[config.mk]
export PLATFORM = sky130hd
export DESIGN_NAME = aos_option_bank
export DESIGN_NICKNAME = d
export VERILOG_FILES = /design/src/core/aos_pkg.sv /design/src/core/aos_option_bank.sv
export VERILOG_INCLUDE_DIRS = /design/src /design/src/core
export SDC_FILE = /design/constraint.sdc
export NUM_CORES = 1
export LEC_CHECK = 0
export BUFFER_PORTS_ARGS = -buffer_cell sky130_fd_sc_hd__buf_2
export CORE_MARGIN = 1.5
export CORE_UTILIZATION = 40
export CTS_CLUSTER_SIZE = 24
export DETAILED_ROUTE_END_ITERATION = 16
export SYNTH_ARGS = -nofsm -noshare
export SYNTH_HDL_FRONTEND = slang
export SYNTH_SLANG_ARGS = --single-unit
export TNS_END_PERCENT = 1
[constraint.sdc]
create_clock -name clk -period 4.7 [get_ports clk]
set_clock_uncertainty 0.15 [all_clocks]
set_input_delay 1.175 -clock clk [delete_from_list [all_inputs] [get_ports clk]]
set_output_delay 1.175 -clock clk [all_outputs]
set_load 0.05 [all_outputs]
[src/core/aos_defines.svh]
// register offsets, field positions, reset values and address ranges of the setup bank
`ifndef AOS_DEFINES_SVH
`define AOS_DEFINES_SVH
`define AOS_IDX_ID_LOW      3'h0
`define AOS_IDX_ID_HIGH     3'h1
`define AOS_IDX_MODE        3'h2
`define AOS_IDX_ARB         3'h3
`define AOS_MODE_ENABLE_BIT 0
`define AOS_MODE_SEL_LSB    1
`define AOS_MODE_SEL_MSB    4
`define AOS_MODE_FIXED_ONE  8'h20
`define AOS_ARB_MASK        8'h0F
`define AOS_ARB_RESET       4'h0
`define AOS_MODE_RESET      4'h0
`define AOS_SDLC_BASE       16'h0380
`define AOS_BSC_BASE        16'h03A0
`define AOS_RANGE_MASK      16'hFFF0
`endif

[src/core/aos_pkg.sv]
// types shared by the adapter option select bank
package aos_pkg;
   typedef enum logic [1:0] {AOS_MODE_SERIAL, AOS_MODE_SDLC, AOS_MODE_BSC, AOS_MODE_RSVD} aos_proto_t;
   typedef struct packed {
      logic       cs;
      logic       rd;
      logic       wr;
      logic [2:0] addr;
      logic [7:0] wdata;
   } aos_setup_req_t;
endpackage

[src/core/aos_option_bank.sv]
// setup-time option select register bank with mode, port range and arbitration level
//
// Notes on behaviour
// - registers reachable only while slot_config_select_n is low
// - address lines 2..0 pick id low, id high, mode, arbitration
// - fixed sixteen bit id; index one high byte, index zero low byte
// - mode register bits 7..6 read zero, bit 5 reads one
// - mode field: serial one to eight, sdlc, alt sdlc, bsc, alt bsc
// - alternate bsc decodes 0380 range, alternate sdlc decodes 03A0 range
// - power-on clears mode bits 0 through 4
// - disabled adapter ignores io and memory commands except setup access
// - disabled adapter drives no interrupt request
// - channel reset clears adapter enable
// - power-on clears the whole arbitration register
// - arbitration register bits 7..4 read zero
// - arbitration level driven on priority lines when competing; zero wins
// - mode and arbitration registers write and read back
`include "aos_defines.svh"
module aos_option_bank
   import aos_pkg::*;
#(
   parameter logic [15:0] ADAPTER_ID = 16'h5A3C  // arbitrary value
)
(
   input  wire logic        clk,
   input  wire logic        rst,
   input  wire logic        chan_reset,
   input  wire logic        slot_config_select_n,
   input  wire logic        setup_rd,
   input  wire logic        setup_wr,
   input  wire logic [2:0]  setup_addr,
   input  wire logic [7:0]  setup_wdata,
   input  wire logic [15:0] io_addr,
   input  wire logic        io_cmd,
   input  wire logic        irq_req,
   input  wire logic        arb_compete,
   output logic      [7:0]  setup_rdata,
   output logic             io_select,
   output logic      [1:0]  proto_sel,
   output logic      [2:0]  serial_port,
   output logic             adapter_enabled,
   output logic             irq_out,
   output logic             irq_oe,
   output logic      [3:0]  arb_out,
   output logic      [3:0]  arb_oe
);

   // ----------------------------------------------------------------------
   // pin synchronisers
   // ----------------------------------------------------------------------
   logic [1:0]  sel_n_sync_reg;
   logic [1:0]  rd_sync_reg;
   logic [1:0]  wr_sync_reg;
   logic [1:0]  crst_sync_reg;
   logic [1:0]  cmp_sync_reg;
   logic [1:0]  cmd_sync_reg;
   logic [1:0]  irq_sync_reg;
   logic [2:0]  addr_s1_reg;
   logic [2:0]  addr_s2_reg;
   logic [7:0]  wd_s1_reg;
   logic [7:0]  wd_s2_reg;
   logic [15:0] ioa_s1_reg;
   logic [15:0] ioa_s2_reg;
   logic        wr_prev_reg;

   always_ff @(posedge clk)
   begin
      if (rst)
      begin
         sel_n_sync_reg <= 2'h3;
         rd_sync_reg    <= 2'h0;
         wr_sync_reg    <= 2'h0;
         crst_sync_reg  <= 2'h0;
         cmp_sync_reg   <= 2'h0;
         cmd_sync_reg   <= 2'h0;
         irq_sync_reg   <= 2'h0;
         addr_s1_reg    <= 3'h0;
         addr_s2_reg    <= 3'h0;
         wd_s1_reg      <= 8'h00;
         wd_s2_reg      <= 8'h00;
         ioa_s1_reg     <= 16'h0000;
         ioa_s2_reg     <= 16'h0000;
         wr_prev_reg    <= 1'b0;
      end
      else
      begin
         sel_n_sync_reg <= {sel_n_sync_reg[0], slot_config_select_n};
         rd_sync_reg    <= {rd_sync_reg[0], setup_rd};
         wr_sync_reg    <= {wr_sync_reg[0], setup_wr};
         crst_sync_reg  <= {crst_sync_reg[0], chan_reset};
         cmp_sync_reg   <= {cmp_sync_reg[0], arb_compete};
         cmd_sync_reg   <= {cmd_sync_reg[0], io_cmd};
         irq_sync_reg   <= {irq_sync_reg[0], irq_req};
         addr_s1_reg    <= setup_addr;
         addr_s2_reg    <= addr_s1_reg;
         wd_s1_reg      <= setup_wdata;
         wd_s2_reg      <= wd_s1_reg;
         ioa_s1_reg     <= io_addr;
         ioa_s2_reg     <= ioa_s1_reg;
         wr_prev_reg    <= wr_sync_reg[1];
      end
   end

   // ----------------------------------------------------------------------
   // setup access decode
   // ----------------------------------------------------------------------
   aos_setup_req_t req;
   assign req.cs    = ~sel_n_sync_reg[1];
   assign req.rd    = rd_sync_reg[1];
   assign req.wr    = wr_sync_reg[1] & ~wr_prev_reg;
   assign req.addr  = addr_s2_reg;
   assign req.wdata = wd_s2_reg;

   wire hit_mode = req.cs & req.wr & (req.addr == `AOS_IDX_MODE);
   wire hit_arb  = req.cs & req.wr & (req.addr == `AOS_IDX_ARB);

   // ----------------------------------------------------------------------
   // option and arbitration registers
   // ----------------------------------------------------------------------
   logic       enable_reg;
   logic [3:0] mode_reg;
   logic [3:0] arb_reg;

   // id registers have no storage, so writes there fall through
   always_ff @(posedge clk)
   begin
      if (rst)
      begin
         enable_reg <= 1'b0;
         mode_reg   <= `AOS_MODE_RESET;
         arb_reg    <= `AOS_ARB_RESET;
      end
      else
      begin
         if (crst_sync_reg[1])
            enable_reg <= 1'b0;
         else if (hit_mode)
            enable_reg <= req.wdata[`AOS_MODE_ENABLE_BIT];
         if (hit_mode)
            mode_reg <= req.wdata[`AOS_MODE_SEL_MSB:`AOS_MODE_SEL_LSB];
         if (hit_arb)
            arb_reg <= req.wdata[3:0];
      end
   end

   // ----------------------------------------------------------------------
   // read mux
   // ----------------------------------------------------------------------
   wire [7:0] mode_rd = `AOS_MODE_FIXED_ONE | {3'h0, mode_reg, enable_reg};
   wire [7:0] arb_rd  = {4'h0, arb_reg} & `AOS_ARB_MASK;
   logic [7:0] rd_sel;
   always_comb
   begin
      case (req.addr)
         `AOS_IDX_ID_LOW:  rd_sel = ADAPTER_ID[7:0];
         `AOS_IDX_ID_HIGH: rd_sel = ADAPTER_ID[15:8];
         `AOS_IDX_MODE:    rd_sel = mode_rd;
         `AOS_IDX_ARB:     rd_sel = arb_rd;
         default:          rd_sel = 8'h00;
      endcase
   end

   // ----------------------------------------------------------------------
   // mode and port address decode
   // ----------------------------------------------------------------------
   aos_proto_t proto;
   logic       alt;
   always_comb
   begin
      alt = mode_reg[0];
      case (mode_reg)
         4'h0, 4'h1, 4'h2, 4'h3, 4'h4, 4'h5, 4'h6, 4'h7: proto = AOS_MODE_SERIAL;
         4'h8, 4'h9:                                     proto = AOS_MODE_SDLC;
         4'hC, 4'hD:                                     proto = AOS_MODE_BSC;
         default:                                        proto = AOS_MODE_RSVD;
      endcase
   end

   wire [15:0] sync_base = ((proto == AOS_MODE_SDLC) ^ alt) ? `AOS_SDLC_BASE
                                                            : `AOS_BSC_BASE;
   wire sync_hit = ((proto == AOS_MODE_SDLC) | (proto == AOS_MODE_BSC))
                 & ((ioa_s2_reg & `AOS_RANGE_MASK) == sync_base);
   wire io_hit   = enable_reg & cmd_sync_reg[1] & sync_hit & sel_n_sync_reg[1];

   // ----------------------------------------------------------------------
   // outputs
   // ----------------------------------------------------------------------
   always_ff @(posedge clk)
   begin
      if (rst)
      begin
         setup_rdata     <= 8'h00;
         io_select       <= 1'b0;
         proto_sel       <= 2'h0;
         serial_port     <= 3'h0;
         adapter_enabled <= 1'b0;
         irq_out         <= 1'b0;
         irq_oe          <= 1'b0;
         arb_out         <= 4'h0;
         arb_oe          <= 4'h0;
      end
      else
      begin
         setup_rdata     <= (req.cs & req.rd) ? rd_sel : 8'h00;
         io_select       <= io_hit;
         proto_sel       <= proto;
         serial_port     <= mode_reg[2:0];
         adapter_enabled <= enable_reg;
         irq_out         <= irq_sync_reg[1];
         irq_oe          <= enable_reg & irq_sync_reg[1];
         arb_out         <= arb_reg;
         arb_oe          <= (cmp_sync_reg[1] & enable_reg) ? ~arb_reg : 4'h0;
      end
   end

endmodule // aos_option_bank

# Yosys cells after proc, flatten, opt, wreduce, memory -nomap -nowiden
# Memory sizes are Yosys's and may differ from the RTL's. A register that Yosys moved wholly into a read port is not among the register bits.
# Index checks and enable logic that the tools add are counted.
[word_totals]
register_bits = 97
mem_bits_ro = 32
input_bits = 36
out_inout_bits = 25
elab_cells = 59
mem_count = 1
[memory_table]
columns = ["memory", "depth", "word_bits", "rd", "rd_clocked_by_memory_dff", "write_ports", "line_no", "rtl"]
rows = [
  ["(no name shown)", 16, 2, 1, 1, 0, "aos_option_bank.sv:171", "case (mode_reg)"],
]
[op_classes]
eq_ne = 6
mux = 4
bitwise_logic = 18
n_reduce_logical = 4
[ops]
columns = ["cell", "count"]
rows = [
  ["$pmux 7 s4", 1],
  ["$eq 16x10->1", 1],
  ["$and 1x1->1", 11],
  ["$mux 4", 2],
  ["$eq 3x2->1 const B", 2],
  ["$mux 6", 1],
  ["$reduce_or 2->1", 3],
  ["$not 1->1", 4],
  ["$not 4->4", 1],
  ["$eq 3x1->1 const B", 1],
  ["$logic_not 3->1", 1],
  ["$eq 2x1->1 const B", 1],
  ["$eq 2x2->1 const B", 1],
  ["$or 1x1->1", 1],
  ["$xor 1x1->1", 1],
]

# Longest topological paths before layout
[logic_depth]
word_depth = 7
depth_mapped = 5
ltp_nobuf = 5

# Least setup slack after synthesis
# No wires, ideal clock.
[synth_path]
path_kind = "in2reg"
from = "input port rst"
to = "register addr_s1_reg[2]"
setup_ns = 0.128
arrival_time_ns = 1.979
required_ns = 4.422
setup_slack_ns = 2.442
path_stages = 4
n_path_buf = 3
path_cell_list = "clkbuf_1 -> clkbuf_1 -> clkbuf_1 -> nor2b_1"
[synth_lines]
columns = ["item", "line_no", "rtl"]
rows = [
  ["from (decl)", "aos_option_bank.sv:26", "input wire logic rst,"],
  ["to (signal assigned)", "aos_option_bank.sv:94", "addr_s1_reg <= setup_addr;"],
  ["to (decl)", "aos_option_bank.sv:58", "logic [2:0] addr_s1_reg;"],
]
# No word-level cell between the ends.

# Worst setup path in the final report
[layout_path]
from = "register proto_sel[0]"
to = "output port proto_sel[0]"
[layout_lines]
columns = ["item", "line_no", "rtl"]
rows = [
  ["from (decl)", "aos_option_bank.sv:39", "output logic [1:0] proto_sel,"],
  ["from (signal assigned)", "aos_option_bank.sv:206", "proto_sel <= proto;"],
]
# No word-level cell between the ends.

==> impl_metrics.prom <==
# TYPE chip_impl_metric gauge
chip_impl_info{name="status",value="complete, no violations"} 1
chip_impl_metric{name="achievable-frequency",unit="MHz"} 444
chip_impl_metric{name="post_cts.repair.setup_buffers",unit=""} 0
chip_impl_metric{name="synth_area",unit="sq mm"} 0.00276
chip_impl_metric{name="final_nets",unit=""} 327
chip_impl_metric{name="flow.area_growth_from_synthesis",unit="%"} 18.1
chip_impl_info{name="timing.setup.critical_path_class",value="reg -> out"} 1
chip_impl_metric{name="post-synth-top-area-fraction",unit="%"} 65.3
chip_impl_info{name="min-delay-path-class",value="reg -> reg"} 1
chip_impl_metric{name="post_synth.cell_area_avg",unit="sq um"} 11.5
chip_impl_metric{name="post_cts_resize_count",unit=""} 0
chip_impl_info{name="yosys-top-cells-area",value="sky130_fd_sc_hd__dfxtp_1, sky130_fd_sc_hd__nor2b_1, sky130_fd_sc_hd__mux2i_1"} 1
chip_impl_metric{name="groute.layer.met3.usage",unit="%"} 3.66
chip_impl_metric{name="tns",unit="ns"} 0
chip_impl_metric{name="ys_warn_count",unit=""} 0
chip_impl_metric{name="initialDrtViolationCount",unit=""} 62
chip_impl_metric{name="max-clock-path-buffers",unit=""} 2
chip_impl_metric{name="synth_sequential_area_ratio",unit="%"} 65.3
chip_impl_metric{name="final_max_slew_viol_count",unit=""} 0
chip_impl_metric{name="hold_buffers",unit=""} 0
chip_impl_metric{name="max_cap_violations",unit=""} 0
chip_impl_metric{name="synth_fp_nets",unit=""} 276
chip_impl_metric{name="clkLatencyLatePin",unit="ns"} 0.34
chip_impl_metric{name="post_layout_nonfiller_instances",unit=""} 375
chip_impl_metric{name="first_global_vias",unit=""} 1359
chip_impl_metric{name="clock_sinks",unit=""} 90
chip_impl_metric{name="irDropWorstVdd",unit="mV"} 0.190
chip_impl_metric{name="worstMarginPinSlew",unit="ns"} 0.637
chip_impl_metric{name="global_route.usage.total",unit="%"} 11.5
chip_impl_metric{name="setup_violations",unit=""} 0
chip_impl_info{name="clk_root_buffer_cell",value="sky130_fd_sc_hd__clkbuf_8"} 1
chip_impl_info{name="path_delay_family",value="flip-flops"} 1
chip_impl_info{name="critical-path-slowest-cell",value="sky130_fd_sc_hd__dfxtp_1"} 1
chip_impl_metric{name="wl_per_cell",unit="microns"} 10.2
chip_impl_metric{name="routed_via_density",unit=""} 4.16
chip_impl_metric{name="ys_types",unit=""} 34
chip_impl_metric{name="tritoncts.num_buffers",unit=""} 9
chip_impl_metric{name="vias",unit=""} 1560
chip_impl_metric{name="required",unit="ns"} 3.38
chip_impl_metric{name="number_of_synthesized_flops_with_an_enable_pin",unit=""} 0
chip_impl_metric{name="maximum_number_of_pins_on_one_net_before_global_route_repair",unit=""} 52
chip_impl_metric{name="cp_num_buf_inv",unit=""} 1
chip_impl_metric{name="netlist_instances",unit=""} 239
chip_impl_metric{name="number_of_antenna_violations_at_the_first_check_in_global_routing",unit=""} 0
chip_impl_metric{name="wire_length_of_the_first_global_routing_pass",unit="microns"} 6290
chip_impl_metric{name="dp.final_hpwl",unit="microns"} 2560
chip_impl_info{name="endpoint_kind",value="output pin"} 1
chip_impl_metric{name="io_buffer_count",unit=""} 52
chip_impl_metric{name="timing_hold_violations_final",unit=""} 0
chip_impl_metric{name="drtAntennaViolNets",unit=""} 0
chip_impl_metric{name="ys_seq_elements",unit=""} 90
chip_impl_metric{name="top_level_i_o_count",unit=""} 61
chip_impl_metric{name="fin_crit",unit="ns"} 2.25
chip_impl_metric{name="power-per-cell-area",unit="mW/mm^2"} 415
chip_impl_metric{name="dr.pass1.iters",unit=""} 4
chip_impl_metric{name="row_count",unit=""} 30
chip_impl_info{name="ys_top_cells_by_count",value="sky130_fd_sc_hd__dfxtp_1, sky130_fd_sc_hd__nor2b_1, sky130_fd_sc_hd__nand2b_1"} 1
chip_impl_metric{name="dieWidth",unit="microns"} 86.1
chip_impl_metric{name="post-route-drc-count",unit=""} 0
chip_impl_info{name="post_synth_top_area_cell",value="sky130_fd_sc_hd__dfxtp_1"} 1
chip_impl_metric{name="total_leakage_power",unit="nW"} 1.45
chip_impl_metric{name="post-route-period-util",unit="%"} 47.9
chip_impl_metric{name="ratio_of_cells_with_drive_above_1_in_the_final_layout",unit="%"} 26.1
chip_impl_metric{name="crit_path_max_fanout",unit=""} 1
chip_impl_metric{name="core_area",unit="sq mm"} 0.00672
chip_impl_info{name="unrepaired_setup_endpoints_after_global_routing",value="false"} 1
chip_impl_metric{name="number_of_cells_after_detailed_placement",unit=""} 359
chip_impl_metric{name="initial_util",unit="%"} 41.1
chip_impl_metric{name="antenna-diode-count",unit=""} 0
chip_impl_metric{name="grt_util_met1",unit="%"} 13.7
chip_impl_metric{name="number_of_h_tree_levels",unit=""} 3
chip_impl_metric{name="cpPeakStageDelay",unit="ns"} 0.33
chip_impl_metric{name="drt-total-wl",unit="microns"} 3820
chip_impl_metric{name="met2_usage",unit="%"} 17.5
chip_impl_metric{name="fp.dieH",unit="microns"} 86.1
chip_impl_metric{name="design_area_final",unit="sq mm"} 0.00326
chip_impl_metric{name="clk_pin_slew",unit="ns"} 0.08
chip_impl_metric{name="grt_remaining_overflow",unit=""} 0
chip_impl_metric{name="cp_data_arrival_time",unit="ns"} 0.93
chip_impl_info{name="post-synth-top-count-cell",value="sky130_fd_sc_hd__dfxtp_1"} 1
chip_impl_metric{name="finalWeightedCongestion",unit=""} 0.735
chip_impl_metric{name="share_of_flip_flops_with_an_asynchronous_set_or_reset",unit="%"} 0
chip_impl_info{name="gr-max-usage-layer",value="met2"} 1
chip_impl_info{name="critical_path.cell_chain",value="buf_2"} 1
chip_impl_metric{name="die-area",unit="sq mm"} 0.00740
chip_impl_metric{name="place_area",unit="sq mm"} 0.00306
chip_impl_metric{name="relSlewSlack",unit="%"} 57.2
chip_impl_info{name="setup.worst_path.start_class",value="flip-flop"} 1
chip_impl_info{name="cts_tree",value="yes"} 1
chip_impl_info{name="dominantRegCellSynth",value="sky130_fd_sc_hd__dfxtp_1"} 1
-- power breakdown --
part / internal, W / leakage (nW) / switching (W)
combinational: 0.0000242 / 0.618 / 0.0000209
sequential: 0.000784 / 0.737 / 0.00000690
clock: 0.000260 / 0.0945 / 0.000256
total: 0.00107 / 1.45 / 0.000284
-- placed cells by master (no fill, tap or decap), types with 2 or more instances in the layout --
master                       netlist  routed
sky130_fd_sc_hd__clkinvlp_4        0       3
sky130_fd_sc_hd__o21bai_1          2       2
sky130_fd_sc_hd__dfxtp_1          90      90
sky130_fd_sc_hd__nor3_1            3       3
sky130_fd_sc_hd__mux2i_1          11      11
sky130_fd_sc_hd__a21oi_1           5       5
sky130_fd_sc_hd__nor2_1            8       8
sky130_fd_sc_hd__buf_2             0      52
sky130_fd_sc_hd__nand2_1           3       3
sky130_fd_sc_hd__nand3_1           2       2
sky130_fd_sc_hd__clkbuf_8          0      10
sky130_fd_sc_hd__or2_2             2       2
sky130_fd_sc_hd__inv_1            11      11
sky130_fd_sc_hd__nor2b_1          58      58
sky130_fd_sc_hd__nand2b_1         12      12
-- cell type report --
cell class	instances	area (sq um)
clock buffer	10	138
clock inverter	6	66.3
sequential	90	1800
fill	642	3460
timing repair buffer	53	268
tap	80	100
multi-input combinational	124	836
inverter	12	50.0
-- cells by family after synthesis --
| kind of cell | count (synthesis) | synth area share, % |
|---|---|---|
| flip-flops | 90 | 65.3 |
| AO/OA/AOI/OAI | 10 | 2.18 |
| AND/OR/NAND/NOR | 97 | 22.0 |
| multiplexers | 13 | 4.94 |
| XOR/XNOR | 2 | 0.635 |
| buffers and inverters | 25 | 4.40 |
| other | 1 | 0.136 |
| adder cells (fa/ha/maj) | 1 | 0.453 |
-- final timing paths --
| kind | start | to | slack [ns] | cells after the start |
|---|---|---|---|---|
| setup / recovery | proto_sel[0]$_SDFF_PP0_ | proto_sel[0] | 2.45 | 1 |
| hold / removal | sel_n_sync_reg[0]$_SDFF_PP1_ | sel_n_sync_reg[1]$_SDFF_PP1_ | 0.26 | 1 |
| setup reg to reg | addr_s2_reg[1]$_SDFF_PP0_ | proto[0]$_SDFF_PN0_ | 2.87 | 3 |
| hold reg to reg | sel_n_sync_reg[0]$_SDFF_PP1_ | sel_n_sync_reg[1]$_SDFF_PP1_ | 0.26 | 1 |
-- worst register-to-register path: cells and delay by family (launching register included) --
family | cells | cell delay, ns
DFF | 1 | 0.47
and+or+nand+nor | 2 | 0.70
muxes | 1 | 0.40
-- metal layers --
metal	vias to the layer above	share of wire, %
li1	855	-
met1	653	49
met2	42	43
met3	10	4.9
met4	0	2.8
met5	-	0
-- per-stage QoR --
stage	utilization (%)	worst slack [ns]	hold slack, ns	total power [W]
6_report	48.5	2.45	0.265	0.00135
4_1_cts	48.5	2.42	0.272	0.00137
3_3_place_gp	45.5	2.11	0.250	0.000854
5_1_grt	48.5	2.38	0.299	0.00141
3_5_place_dp	45.5	2.11	0.250	0.000855
2_1_floorplan	-	2.44	0.239	0.000840
(Power assumes the default switching activity.)
